## src/rtl/wpg_pkg.sv

```systemverilog
// Package of constants and types for the word pattern generator
package wpg_pkg;
   // Word length limits and selector presets
   localparam int WPG_MAX_LEN = 16;
   localparam int WPG_MIN_LEN = 2;
   localparam int WPG_SHORT_LEN = 14;
   localparam int WPG_CHAIN_MAX = 7;
   localparam int WPG_CHAIN_BITS = WPG_MAX_LEN * WPG_CHAIN_MAX;
   localparam int WPG_POS_W = 4;
   localparam logic [WPG_POS_W-1:0] WPG_POS_RST = 4'h0;

   // Register map (byte addresses)
   localparam logic [7:0] WPG_OFS_PATTERN = 8'h00;
   localparam logic [7:0] WPG_OFS_CONFIG = 8'h04;
   localparam logic [7:0] WPG_OFS_STATUS = 8'h08;
   localparam logic [7:0] WPG_OFS_COUNT = 8'h0C;

   // Reset values and config field positions
   localparam logic [15:0] WPG_PATTERN_RST = 16'h0000;
   localparam logic [4:0] WPG_LEN_RST = 5'h10;
   localparam int WPG_CFG_LEN_LSB = 0;
   localparam int WPG_CFG_SHORT_BIT = 8;
   localparam int WPG_CFG_CHAIN_BIT = 9;
   localparam int WPG_CFG_EN_BIT = 10;

   // AHB transfer codes
   localparam logic [1:0] WPG_HTRANS_NONSEQ = 2'h2;
   localparam logic [2:0] WPG_HSIZE_WORD = 3'h2;

   typedef struct packed {
      logic [4:0] len;
      logic short_sel;
      logic chain_mode;
      logic enable;
   } wpg_cfg_s;

   typedef struct packed {
      logic trig;
      logic sync;
      logic carry;
   } wpg_out_s;
endpackage : wpg_pkg

```

## src/rtl/wpg_seq.sv

```systemverilog
// Position counter and pulse selection for one word generator
module wpg_seq (
   // Clock and reset
   input wire logic clk_sys,
   input wire logic rst,
   // Settings
   input wire wpg_pkg::wpg_cfg_s cfg,
   input wire logic [wpg_pkg::WPG_MAX_LEN-1:0] pattern,
   // Stepping
   input wire logic step,
   // Results
   output wpg_pkg::wpg_out_s outs,
   output logic [wpg_pkg::WPG_POS_W-1:0] pos
);
   import wpg_pkg::*;

   logic [WPG_POS_W-1:0] pos_r;
   logic [WPG_POS_W-1:0] pos_nxt;
   logic [WPG_POS_W-1:0] last;
   logic [4:0] len_eff;

   // (RULE2) Short selector
   // (RULE3) Internal length
   always_comb begin
      len_eff = cfg.len;
      if (cfg.short_sel) begin
         len_eff = 5'(WPG_SHORT_LEN);
      end
      if (len_eff < 5'(WPG_MIN_LEN)) begin
         len_eff = 5'(WPG_MIN_LEN);
      end else if (len_eff > 5'(WPG_MAX_LEN)) begin
         len_eff = 5'(WPG_MAX_LEN);
      end
      last = 4'(len_eff - 5'd1);
   end

   // (RULE11) Ascending order
   // (RULE8) One step per clock
   always_comb begin
      pos_nxt = pos_r;
      if (step) begin
         pos_nxt = (pos_r >= last) ? WPG_POS_RST : pos_r + 4'h1;
      end
   end

   always_ff @(posedge clk_sys) begin
      if (rst) begin
         pos_r <= WPG_POS_RST;
      end else begin
         pos_r <= pos_nxt;
      end
   end

   // (RULE7) Pulse on enabled bit
   // (RULE10) Sync at first position
   always_comb begin
      outs.trig = step & pattern[pos_r];
      outs.sync = step & (pos_r == WPG_POS_RST);
      outs.carry = step & (pos_r >= last);
   end
   assign pos = pos_r;
endmodule : wpg_seq

```

## src/rtl/wpg_top.sv

```systemverilog
// Word pattern generator with AHB-Lite register access
// Contract
// (RULE1) Sixteen positions by default, each with its own enable bit.
// (RULE2) A short selector cuts the word to fourteen positions.
// (RULE3) A length setting gives 2 to 16 positions, wrapping after the last.
// (RULE4) Up to seven modules chain, lengths summing to at most 112; chained lengths here multiply instead.
// (RULE5) One enabled bit at length N gives one pulse per N clock pulses.
// (RULE6) A scaler output clocking a second module multiplies the ratios.
// (RULE7) A trigger pulse appears only in periods whose bit is enabled.
// (RULE8) Each bit clock pulse advances one position.
// (RULE9) Word rate is the bit rate divided by the word length.
// (RULE10) A sync pulse marks every arrival at the first position.
// (RULE11) Position one comes first after wrap, then ascending order.
module wpg_top (
   // Clock and reset
   input wire logic clk_sys,
   input wire logic rst,
   // AHB-Lite slave
   input wire logic hsel,
   input wire logic [31:0] haddr,
   input wire logic [1:0] htrans,
   input wire logic hwrite,
   input wire logic [2:0] hsize,
   input wire logic [31:0] hwdata,
   input wire logic hready,
   output logic [31:0] hrdata,
   output logic hreadyout,
   output logic hresp,
   // Bit clock and chain link
   input wire logic bit_clk,
   input wire logic chain_in,
   // Pulse outputs
   output logic word_out,
   output logic sync_out,
   output logic chain_out
);
   import wpg_pkg::*;

   logic [15:0] pattern_r;
   logic [15:0] pattern_nxt;
   wpg_cfg_s cfg_r;
   wpg_cfg_s cfg_nxt;
   logic wr_pend_r;
   logic wr_pend_nxt;
   logic [7:0] addr_r;
   logic [7:0] addr_nxt;
   logic [31:0] rdata_r;
   logic [31:0] rdata_nxt;
   logic [15:0] words_r;
   logic [15:0] words_nxt;
   logic clk_d_r;
   logic word_r;
   logic sync_r;
   logic carry_r;
   logic step;
   logic addr_ok;
   wpg_out_s outs;
   logic [WPG_POS_W-1:0] pos;

   // Bus side: zero wait states, always OKAY
   assign addr_ok = hsel & hready & (htrans == WPG_HTRANS_NONSEQ);

   always_comb begin
      pattern_nxt = pattern_r;
      cfg_nxt = cfg_r;
      wr_pend_nxt = 1'b0;
      addr_nxt = addr_r;
      rdata_nxt = rdata_r;
      if (wr_pend_r) begin
         case (addr_r)
            WPG_OFS_PATTERN: begin
               // (RULE1) Bit enables
               pattern_nxt = hwdata[15:0];
            end
            WPG_OFS_CONFIG: begin
               cfg_nxt.len = hwdata[WPG_CFG_LEN_LSB +: 5];
               cfg_nxt.short_sel = hwdata[WPG_CFG_SHORT_BIT];
               cfg_nxt.chain_mode = hwdata[WPG_CFG_CHAIN_BIT];
               cfg_nxt.enable = hwdata[WPG_CFG_EN_BIT];
            end
            default: begin
               pattern_nxt = pattern_r;
            end
         endcase
      end
      if (addr_ok) begin
         addr_nxt = haddr[7:0];
         wr_pend_nxt = hwrite;
         case (haddr[7:0])
            WPG_OFS_PATTERN: rdata_nxt = {16'h0000, pattern_r};
            WPG_OFS_CONFIG: rdata_nxt = {21'h00_0000, cfg_r.enable,
               cfg_r.chain_mode, cfg_r.short_sel, 3'h0, cfg_r.len};
            WPG_OFS_STATUS: rdata_nxt = {28'h000_0000, pos};
            WPG_OFS_COUNT: rdata_nxt = {16'h0000, words_r};
            default: rdata_nxt = 32'h0000_0000;
         endcase
      end
   end

   // Rising edge of the bit clock; in chain mode the previous module
   // wrapping is what steps this one, so the lengths multiply.
   // (RULE4) Chained stepping
   // (RULE6) Cascaded scaling
   always_comb begin
      step = cfg_r.enable
         & (cfg_r.chain_mode ? chain_in : (bit_clk & ~clk_d_r));
   end

   // (RULE9) Word counter
   always_comb begin
      words_nxt = outs.sync ? words_r + 16'h0001 : words_r;
   end

   always_ff @(posedge clk_sys) begin
      if (rst) begin
         pattern_r <= WPG_PATTERN_RST;
         cfg_r <= '{len: WPG_LEN_RST, short_sel: 1'b0, chain_mode: 1'b0,
                    enable: 1'b1};
         wr_pend_r <= 1'b0;
         addr_r <= 8'h00;
         rdata_r <= 32'h0000_0000;
         words_r <= 16'h0000;
         clk_d_r <= 1'b0;
         word_r <= 1'b0;
         sync_r <= 1'b0;
         carry_r <= 1'b0;
      end else begin
         pattern_r <= pattern_nxt;
         cfg_r <= cfg_nxt;
         wr_pend_r <= wr_pend_nxt;
         addr_r <= addr_nxt;
         rdata_r <= rdata_nxt;
         words_r <= words_nxt;
         clk_d_r <= bit_clk;
         word_r <= outs.trig;
         sync_r <= outs.sync;
         carry_r <= outs.carry;
      end
   end

   assign hrdata = rdata_r;
   assign hreadyout = 1'b1;
   assign hresp = 1'b0;
   // (RULE5) Scaler output
   assign word_out = word_r;
   assign sync_out = sync_r;
   assign chain_out = carry_r;

   wpg_seq u_seq (
      .clk_sys(clk_sys),
      .rst(rst),
      .cfg(cfg_r),
      .pattern(pattern_r),
      .step(step),
      .outs(outs),
      .pos(pos)
   );

   // (RULE7) Trigger only on enabled bit
   chk_trig_gate: assert property ( // (RULE7)
      @(posedge clk_sys) disable iff (rst)
      word_out |-> $past(pattern_r[pos]) && $past(step))
      else $error("trigger without enabled bit");
   // (RULE7) Enabled bit always triggers
   chk_trig_on: assert property ( // (RULE7)
      @(posedge clk_sys) disable iff (rst)
      $past(step) && $past(pattern_r[pos]) |-> word_out)
      else $error("enabled bit gave no trigger");
   // (RULE10) Sync follows first position
   chk_sync_pos: assert property ( // (RULE10)
      @(posedge clk_sys) disable iff (rst)
      sync_out |-> $past(pos) == WPG_POS_RST)
      else $error("sync not at first position");
   // (RULE10) Sync whatever the pattern
   chk_sync_first: assert property ( // (RULE10)
      @(posedge clk_sys) disable iff (rst)
      $past(step) && $past(pos) == WPG_POS_RST |-> sync_out)
      else $error("first position gave no sync");
   // (RULE11) Position advances by one
   chk_pos_step: assert property ( // (RULE11)
      @(posedge clk_sys) disable iff (rst)
      step && !outs.carry |=> pos == $past(pos) + 4'h1)
      else $error("position did not advance");
   // (RULE3) Wrap back to first position
   chk_pos_wrap: assert property ( // (RULE3)
      @(posedge clk_sys) disable iff (rst)
      step && outs.carry |=> pos == WPG_POS_RST)
      else $error("position did not wrap");
   // (RULE3) No wrap before the last position; a shortened
   // word may still be beyond its new end for one step
   chk_len_wrap: assert property ( // (RULE3)
      @(posedge clk_sys) disable iff (rst)
      chain_out && !$past(cfg_r.short_sel)
         && $past(cfg_r.len) inside {[5'h02:5'h10]}
      |-> $past(pos) >= 4'($past(cfg_r.len) - 5'h01))
      else $error("wrap before last position");
   // (RULE2) Short length wraps at fourteen
   chk_short_len: assert property ( // (RULE2)
      @(posedge clk_sys) disable iff (rst)
      cfg_r.short_sel && step |=> pos < 4'(WPG_SHORT_LEN))
      else $error("short word overran");
   // (RULE2) Short word reaches its last position
   chk_short_wrap: assert property ( // (RULE2)
      @(posedge clk_sys) disable iff (rst)
      chain_out && $past(cfg_r.short_sel)
      |-> $past(pos) >= 4'(WPG_SHORT_LEN - 1))
      else $error("short word wrapped early");
   // (RULE8) No step, no motion
   chk_hold_pos: assert property ( // (RULE8)
      @(posedge clk_sys) disable iff (rst)
      !step |=> pos == $past(pos))
      else $error("position moved without clock");
   // (RULE8) Each rising bit clock steps
   chk_rise_step: assert property ( // (RULE8)
      @(posedge clk_sys) disable iff (rst)
      cfg_r.enable && !cfg_r.chain_mode && $rose(bit_clk) |-> step)
      else $error("bit clock edge lost");
   // (RULE8) Disabled generator stays quiet
   chk_idle_quiet: assert property ( // (RULE8)
      @(posedge clk_sys) disable iff (rst)
      !cfg_r.enable |=> !word_out && !sync_out && !chain_out)
      else $error("pulse while disabled");
   // (RULE5) Carry coincides with sync next
   chk_carry_sync: assert property ( // (RULE5)
      @(posedge clk_sys) disable iff (rst)
      chain_out |-> pos == WPG_POS_RST)
      else $error("carry without wrap");
   // (RULE9) Word count on sync
   chk_word_cnt: assert property ( // (RULE9)
      @(posedge clk_sys) disable iff (rst)
      sync_out |-> words_r == $past(words_r) + 16'h0001)
      else $error("word count missed");
endmodule : wpg_top

```

## config.mk

```make
export PLATFORM = sky130hd
export DESIGN_NAME = wpg_top
export DESIGN_NICKNAME = d
export VERILOG_FILES = /design/src/rtl/wpg_pkg.sv /design/src/rtl/wpg_seq.sv /design/src/rtl/wpg_top.sv
export SDC_FILE = /design/constraint.sdc
export NUM_CORES = 1
export LEC_CHECK = 0
export BUFFER_PORTS_ARGS = -buffer_cell sky130_fd_sc_hd__buf_4
export CORE_AREA = 2 2 88 90
export CTS_CLUSTER_DIAMETER = 80
export DETAILED_ROUTE_END_ITERATION = 7
export DIE_AREA = 0 0 90 92
export PLACE_DENSITY = 0.77
export SLEW_MARGIN = 0
export SYNTH_ARGS = -nofsm -noshare
export SYNTH_HDL_FRONTEND = slang
export SYNTH_SLANG_ARGS = --single-unit
export TNS_END_PERCENT = 100
```

## constraint.sdc

```tcl
create_clock -name clk_sys -period 3.4 [get_ports clk_sys]
set_input_delay 0.51 -clock clk_sys [delete_from_list [all_inputs] [get_ports clk_sys]]
set_output_delay 0.51 -clock clk_sys [all_outputs]
set_load 0.01 [all_outputs]
```

==> results of run 1 <==
## where the power goes
part	internal, W	switching (W)
combinational	0.0000545	0.0000655
clock	0.000506	0.000317
sequential	0.000865	0.0000133
total	0.00143	0.000395
## path summary, 6_finish.rpt
kind / from / end / slack [ps] / cells after the start
worst max-delay path: cfg_r[5]$_SDFFE_PP0P_ / u_seq.pos[0]$_SDFFE_PP0P_ / 950 / 7
worst min-delay path: bit_clk / clk_d_r$_SDFF_PP0_ / 390 / 2
worst max register to register: cfg_r[5]$_SDFFE_PP0P_ / u_seq.pos[0]$_SDFFE_PP0P_ / 950 / 7
worst min register to register: addr_r[4]$_SDFFE_PP0P_ / addr_r[4]$_SDFFE_PP0P_ / 460 / 2
## through the flow
stage               power (W)  util (%)
finish                0.00182      55.4
global route          0.00189      55.4
CTS                   0.00184      55.4
detailed placement    0.00102      52.1
global placement      0.00101      52.1
floorplan            0.000987         -
## area by class of cell
class	instances	area share, %
Inverter	7	0.637
Multi-Input combinational cell	272	45.1
Clock buffer	11	3.43
Tap cell	102	3.09
Sequential cell	73	35.4
Timing Repair Buffer	54	9.83
Clock inverter	5	2.49
## logic make-up (layout without fill, tap and decap cells)
family / Yosys count / in the layout / synth area share [%]
other: 2 / 18 / 0.211
flip-flops: 73 / 73 / 41.0
multiplexers: 38 / 38 / 14.0
buffers and inverters: 49 / 77 / 8.47
AO/OA/AOI/OAI: 78 / 78 / 14.0
AND/OR/NAND/NOR: 123 / 123 / 17.8
adder cells (fa/ha/maj): 8 / 8 / 2.81
XOR/XNOR: 7 / 7 / 1.72
## cells in the mapped netlist (6+ instances only)
master    count  area (sq um)
nand2_1      32           120
dfxtp_1      73          1460
inv_1         7          26.3
ha_1          8           100
a21oi_1      32           160
a22o_1       12           105
o31ai_1       6          45.0
or3_1         7          43.8
mux4_2        9           203
o21ai_0      11          55.1
a22oi_1       8          60.1
or4_1         7          52.6
nand3_1      12          60.1
nor2_1       43           161
mux2i_1      25           250
clkbuf_1     16          60.1
buf_4        18           135
## routing by layer
| metal | track usage [%] | up-vias | routed length (um) |
|---|---|---|---|
| met1 | 24.8 | 1379 | 3430 |
| met5 | 0 | - | 0 |
| li1 | - | 1397 | - |
| met4 | 8.46 | 0 | 175 |
| met3 | 4.52 | 16 | 340 |
| met2 | 32.5 | 74 | 3850 |
## state kept, by name, indices dropped and copies added (netlist names)
signal / flops
clk_d_r: 1
cfg_r: 8
u_seq.pos: 4
words_r: 16
word_out: 1
addr_r: 8
pattern_r: 16
wr_pend_r: 1
sync_out: 1
hrdata: 16
chain_out: 1
==> metrics.cfg, run 1 <==
[outcome]
status=complete, no violations

[cts]
clkTransAtPathRegs_ps=70
cts_root_buf=clkbuf_8
cts_setup_buffers=0
cts_resized=0
cts-buffers-inserted=9
worstSkewPairLatency_ps=340
ctsHoldBuffers=0
clock-sinks=73
clock_path_buffers=2
tritoncts=built
htreeDepth=3

[drt]
routed_wl_um=7790
vias=2866
drc=0
first_iter_violations=168
wl_per_cell_um=14.9
drtPass1Iterations=4
vias_per_cell=5.47
postRouteAntennaNets=0

[power_and_ir_drop]
ir_drop_mv=0.264
p_leak_nw=1.62
power_density_mw_per_mm2=442

[sta]
fmax_mhz=409
tns_ps=0
hold_violations=0
slew_viol_final=0
slew_headroom_pct=37.4
finClkSkew_ps=7.15
tightestPinTransition_ps=938
fin_crit_sh_pct=72.0
rsz0062_at_grt=false
finalSetupViolations=0
min_period_ps=2450
holdWs_ps=394
layout_setup_ws_ps=953

[setup_path]
cp-start-kind=flip-flop
path_delay_family=compound AO/OA/AOI/OAI gates
path_cells=o311ai_0 -> ha_1 -> xor2_1 -> ha_1 -> nand2_1 -> o311ai_0 -> nor2_1
crit_fanout=6
crit_path_top_delay_cell=o311ai_0
arrival_ps=2660
critPathRequiredTime_ps=3610
end_kind=flip-flop
cp_slowest_stage_delay_ps=640
critPathKind=reg -> reg
critical_path_buf_inv_count=0

[placed_design]
hpwl_um=5600
portBuffers=51
placed_cell_area_sq_mm=0.00388
place_inst=508
gp_congestion=0.845
dp_slack_ps=972

[finish]
drive_gt1_share_pct=20.6
num-nets-final=501
final_area_sq_mm=0.00412
ff_latch_area_sq_mm=0.00146
multiInputGateArea_sq_mm=0.00186
antenna_cells=0
fillerInstances=677
area_delta_synth_final_pct=15.8
most-common-layout-cells=dfxtp_1 (73), buf_4 (54), nor2_1 (43)
layout_commonest_cell=dfxtp_1
final_cell_count_no_fill=524

[synthesis]
ys.flop_type=dfxtp_1
syn_area_sq_mm=0.00356
synthCells=378
yosys_warnings=0
synth_edf_count=0
synth.ff_latch_count=73
ys_async_sr_fraction_pct=0
ys_seq_area_share_pct=41.0
synth_area_per_cell_sq_um=9.42
ys_types=49

[floorplan]
die_w_um=90
std_cell_rows=32
start_util_pct=47.8
core_area_sq_mm=0.00745
dieHeight_um=92
die-area_sq_mm=0.00828
num_io_pins=113

[grt]
grt_overflow=0
grt_max_degree=67
grt_pass1_wl_um=13100
grt_pass1_vias=2706
grt_usage_pct=19.7
antenna_found_initial=0

[job]
drv_cap=0

[worst_hold_path]
min_path_type=in -> reg

Power figures use the tool's default switching activity.
==> run 2, diff against run 1 <==
clock period = 2.52 ns   (was 3.4 ns; I/O delays follow)
==> metrics.cfg, run 2 (synthesis gave the netlist of run 1 again) <==
[sta]
min_period_ps=2150
tns_ps=0
finalSetupViolations=0
rsz0062_at_grt=false
slew_headroom_pct=46.4
layout_setup_ws_ps=374
fin_crit_sh_pct=85.2
tightestPinTransition_ps=801
fmax_mhz=466
hold_violations=0
slew_viol_final=0
finClkSkew_ps=8.59

[grt]
use_met1_pct=24.1
grt_pass1_vias=2739
grt_usage_pct=19.5
grt_overflow=0
met3_usage_pct=3.62
grt_max_degree=41
antenna_found_initial=0
grt_pass1_wl_um=12900
busiest_layer=met2
met2_usage_pct=32.8

[finish]
fillerInstances=674
num-nets-final=505
most-common-layout-cells=dfxtp_1 (73), buf_4 (58), nor2_1 (43)
antenna_cells=0
area_delta_synth_final_pct=15.1
layout_commonest_cell=dfxtp_1
drive_gt1_share_pct=20.9
ff_latch_area_sq_mm=0.00146
multiInputGateArea_sq_mm=0.00186

[floorplan]
core_area_sq_mm=0.00745
num_io_pins=113
dieHeight_um=92
start_util_pct=47.8
die_w_um=90
die-area_sq_mm=0.00828
std_cell_rows=32

[setup_path]
crit_fanout=5
reg2reg_from=cfg_r[4]$_SDFFE_PP0P_
worst_r2r_path_depth=8
r2r_slack_ps=370
crit_path_top_delay_cell=o311ai_1
critPathRequiredTime_ps=2750
timing.critical_path.mode_cell=ha_1
path_cells=o311ai_1 -> ha_1 -> xor2_1 -> ha_1 -> nand2_1 -> o311ai_0 -> buf_4 -> a21oi_1
end_kind=flip-flop
critPathKind=reg -> reg
cp_slowest_stage_delay_ps=410
endpoint=u_seq.pos[1]$_SDFFE_PP0P_
cp-start-kind=flip-flop
critPathLaunch=cfg_r[4]$_SDFFE_PP0P_
arrival_ps=2380
rr_endpoint=u_seq.pos[1]$_SDFFE_PP0P_

[cts]
cts_root_buf=clkbuf_8
clock-sinks=73
worstSkewPairLatency_ps=350
htreeDepth=3
tritoncts=built
cts_setup_buffers=0
clkTransAtPathRegs_ps=70
clock_path_buffers=2
cts-buffers-inserted=9

[placed_design]
dp_slack_ps=282
portBuffers=51
hpwl_um=5760
gp_congestion=0.866

[worst_hold_path]
holdPathStages=3
min_path_type=in -> reg

[power_and_ir_drop]
power_density_mw_per_mm2=548
p_leak_nw=1.62
power_frac_clock_pct=39.9
p_switching_w=0.000522
ir_drop_mv=0.258
swShare_pct=23.2
intPower_w=0.00173
combPwrFrac_pct=7.4
p_seq_share_pct=52.7

[drt]
first_iter_violations=142
vias_per_cell=5.46
vias=2885
drtPass1Iterations=5
drc=0
postRouteAntennaNets=0
wl_per_cell_um=14.9
routed_wl_um=7870

[outcome]
status=complete, no violations

[job]
drv_cap=0

==> run 2: changes by cell type in the layout (fill, tap and decap cells not counted), sizes merged <==
| cell | previous run | this run |
|---|---|---|
| clkbuf | 11 | 13 |
| buf | 54 | 58 |
| clkinv | 1 | 2 |
| clkinvlp | 1 | 0 |
| bufinv | 3 | 1 |
==> run 2: layout make-up <==
type	instances	share of cell area [%]
inverter	7	0.641
tap	102	3.11
clock inverter	3	0.977
sequential	73	35.7
clock buffer	13	3.63
timing repair buffer	58	10.6
multi-input combinational	272	45.4
==> run 2: metal layers <==
layer	part of all wire (%)	vias to the layer above
met5	0	-
met4	1.7	0
met3	6.4	11
met2	49	95
met1	43	1374
li1	-	1405
==> run 2: worst min path at each step <==
stage | startpoint | end | slack (ps)
final | hwdata[6] | pattern_r[6]$_SDFFE_PP0P_ | 250
after global routing | hwdata[12] | pattern_r[12]$_SDFFE_PP0P_ | 260
after CTS | hwdata[6] | pattern_r[6]$_SDFFE_PP0P_ | 250
after detailed placement | hrdata[14]$_SDFFE_PP0P_ | hrdata[14]$_SDFFE_PP0P_ | 450
after global placement | addr_r[6]$_SDFFE_PP0P_ | addr_r[6]$_SDFFE_PP0P_ | 440
after floorplan | addr_r[7]$_SDFFE_PP0P_ | addr_r[7]$_SDFFE_PP0P_ | 430
==> run 2: per-stage QoR <==
step	total power, W	util [%]	hold WS (ps)	area, sq um	instances
final	0.00225	55.0	254	4100	528
after global routing	0.00232	55.0	265	4100	528
after CTS	0.00226	55.0	253	4100	528
after global placement	0.00137	52.5	442	3910	512
after floorplan	0.00133	-	431	3620	394
after detailed placement	0.00138	52.5	448	3910	512
==> run 2: power groups by stage <==
stage               combinational, W  sequential, W  clock (W)
finish                      0.000166        0.00119   0.000897
global placement            0.000162        0.00121          0
floorplan                   0.000130        0.00120          0
global route                0.000182        0.00119   0.000955
CTS                         0.000166        0.00118   0.000910
detailed placement          0.000165        0.00121          0
==> run 2: worst max-delay path: cells and delay by family, from the launching register on <==
| kind | cells | cell delay (ps) |
|---|---|---|
| xor+xnor | 1 | 80 |
| buf+inv | 1 | 200 |
| simple gates | 1 | 60 |
| flops | 1 | 360 |
| compound gates | 3 | 800 |
| fa+ha+maj | 2 | 520 |
==> run 2: what timing repair did <==
action | 4_1_cts | 5_1_grt
resized for setup | 0 | 1
setup endpoints to repair | 0 | 4
hold buffers | 0 | 0
==> run 3, diff against run 2 <==
CORE_AREA = 2 2 87 89   (was 2 2 88 90)
DIE_AREA = 0 0 89 91   (was 0 0 90 92)
PLACE_DENSITY = 0.78   (was 0.77)
==> metrics.cfg, run 3 (synthesis gave the netlist of run 1 again) <==
[cts]
ctsHoldBuffers=0
cts_setup_buffers=0
worstSkewPairLatency_ps=360
cts_root_buf=clkbuf_8
cts_resized=0
cts-buffers-inserted=9
clkTransAtPathRegs_ps=80
clock-sinks=73
clock_path_buffers=2
tritoncts=built
htreeDepth=3

[power_and_ir_drop]
p_seq_share_pct=47.9
power_frac_clock_pct=45.4
p_leak_nw=1.64
p_total_w=0.00247
combPwrFrac_pct=6.7
p_switching_w=0.000545
swShare_pct=22.1
intPower_w=0.00193
ir_drop_mv=0.321
power_density_mw_per_mm2=595

[placed_design]
place_inst=509
gp_congestion=0.855
hpwl_um=5690
dp_slack_ps=343
portBuffers=51

[drt]
routed_wl_um=7890
first_iter_violations=143
vias=2915
drc=0
wl_per_cell_um=15.0
vias_per_cell=5.55
drtPass1Iterations=4
postRouteAntennaNets=0

[floorplan]
num_io_pins=113
die_w_um=89
std_cell_rows=31
dieHeight_um=91
core_area_sq_mm=0.00714
start_util_pct=49.9
die-area_sq_mm=0.00810

[setup_path]
critPathKind=reg -> reg
cp-start-kind=flip-flop
end_kind=flip-flop
critPathLaunch=cfg_r[5]$_SDFFE_PP0P_
critPathRequiredTime_ps=2760
crit_fanout=6
arrival_ps=2430
reg2reg_from=cfg_r[5]$_SDFFE_PP0P_

[finish]
fillerInstances=642
drive_gt1_share_pct=21.4
num-nets-final=505
layout_commonest_cell=dfxtp_1
antenna_cells=0
most-common-layout-cells=dfxtp_1 (73), buf_4 (58), nor2_1 (43)
area_delta_synth_final_pct=16.5
final_cell_count_no_fill=525

[sta]
min_period_ps=2190
finClkSkew_ps=11.9
layout_setup_ws_ps=334
hold_violations=0
fmax_mhz=457
tightestPinTransition_ps=837
slew_headroom_pct=43.9
finalSetupViolations=0
slew_viol_final=0
tns_ps=0
rsz0062_at_grt=false
fin_crit_sh_pct=86.8

[grt]
grt_pass1_wl_um=13400
grt_max_degree=39
grt_overflow=0
antenna_found_initial=0
grt_pass1_vias=2744
grt_usage_pct=21.2

[job]
drv_cap=0

[outcome]
status=complete, no violations

[worst_hold_path]
min_path_type=in -> reg
hold_start=hwdata[6]

## run 3: cell count changes in the layout (fill, tap and decap cells not counted)
cell	change
clkbuf_1	-2
clkinv_2	-1
bufinv_16	+2
clkinvlp_4	+1
o311ai_0	+1
o311ai_1	-1
## run 3: path summary, 6_finish.rpt
kind	to	slack, ps	depth (start not counted)
setup / recovery	u_seq.pos[2]$_SDFFE_PP0P_	330	8
hold / removal	pattern_r[6]$_SDFFE_PP0P_	250	3
setup reg to reg	u_seq.pos[2]$_SDFFE_PP0P_	330	8
hold reg to reg	addr_r[6]$_SDFFE_PP0P_	460	2
## run 3: worst max-delay path, cell delays in order, from the launching register on
cell	delay (ps)
dfxtp_1	370
o311ai_0	490
ha_1	250
xor2_1	70
ha_1	280
nand2_1	70
o311ai_0	310
buf_4	190
nor2_1	40
## run 3: area by class of cell
| cell class | instances | area [sq um] | share of cell area (%) |
|---|---|---|---|
| multi-input combinational | 272 | 1860 | 44.8 |
| sequential | 73 | 1460 | 35.2 |
| timing repair buffer | 58 | 435 | 10.5 |
| clock buffer | 11 | 141 | 3.41 |
| tap | 99 | 124 | 2.98 |
| clock inverter | 5 | 103 | 2.47 |
| inverter | 7 | 26.3 | 0.633 |
## run 3: power groups by stage
stage	Combinational, W	Sequential (W)	Clock [W]
floorplan	0.000130	0.00120	0
global placement	0.000163	0.00121	0
detailed placement	0.000167	0.00121	0
CTS	0.000167	0.00118	0.00113
global route	0.000186	0.00119	0.00120
finish	0.000167	0.00118	0.00112
## run 3: through the flow
step / utilization (%) / hold slack (ps) / cell area, sq um
after floorplan: - / 431 / 3620
after global placement: 54.7 / 440 / 3910
after detailed placement: 54.7 / 446 / 3910
after CTS: 58.2 / 247 / 4150
after global routing: 58.2 / 248 / 4150
final: 58.2 / 250 / 4150
## run 3: metal layers
layer,global-route usage [%],vias to the layer above,part of all wire [%]
met2,33.3,94,49
met1,27.6,1390,42
met3,4.45,13,6.5
li1,-,1418,-
met5,0,-,0
met4,9.58,0,2.6
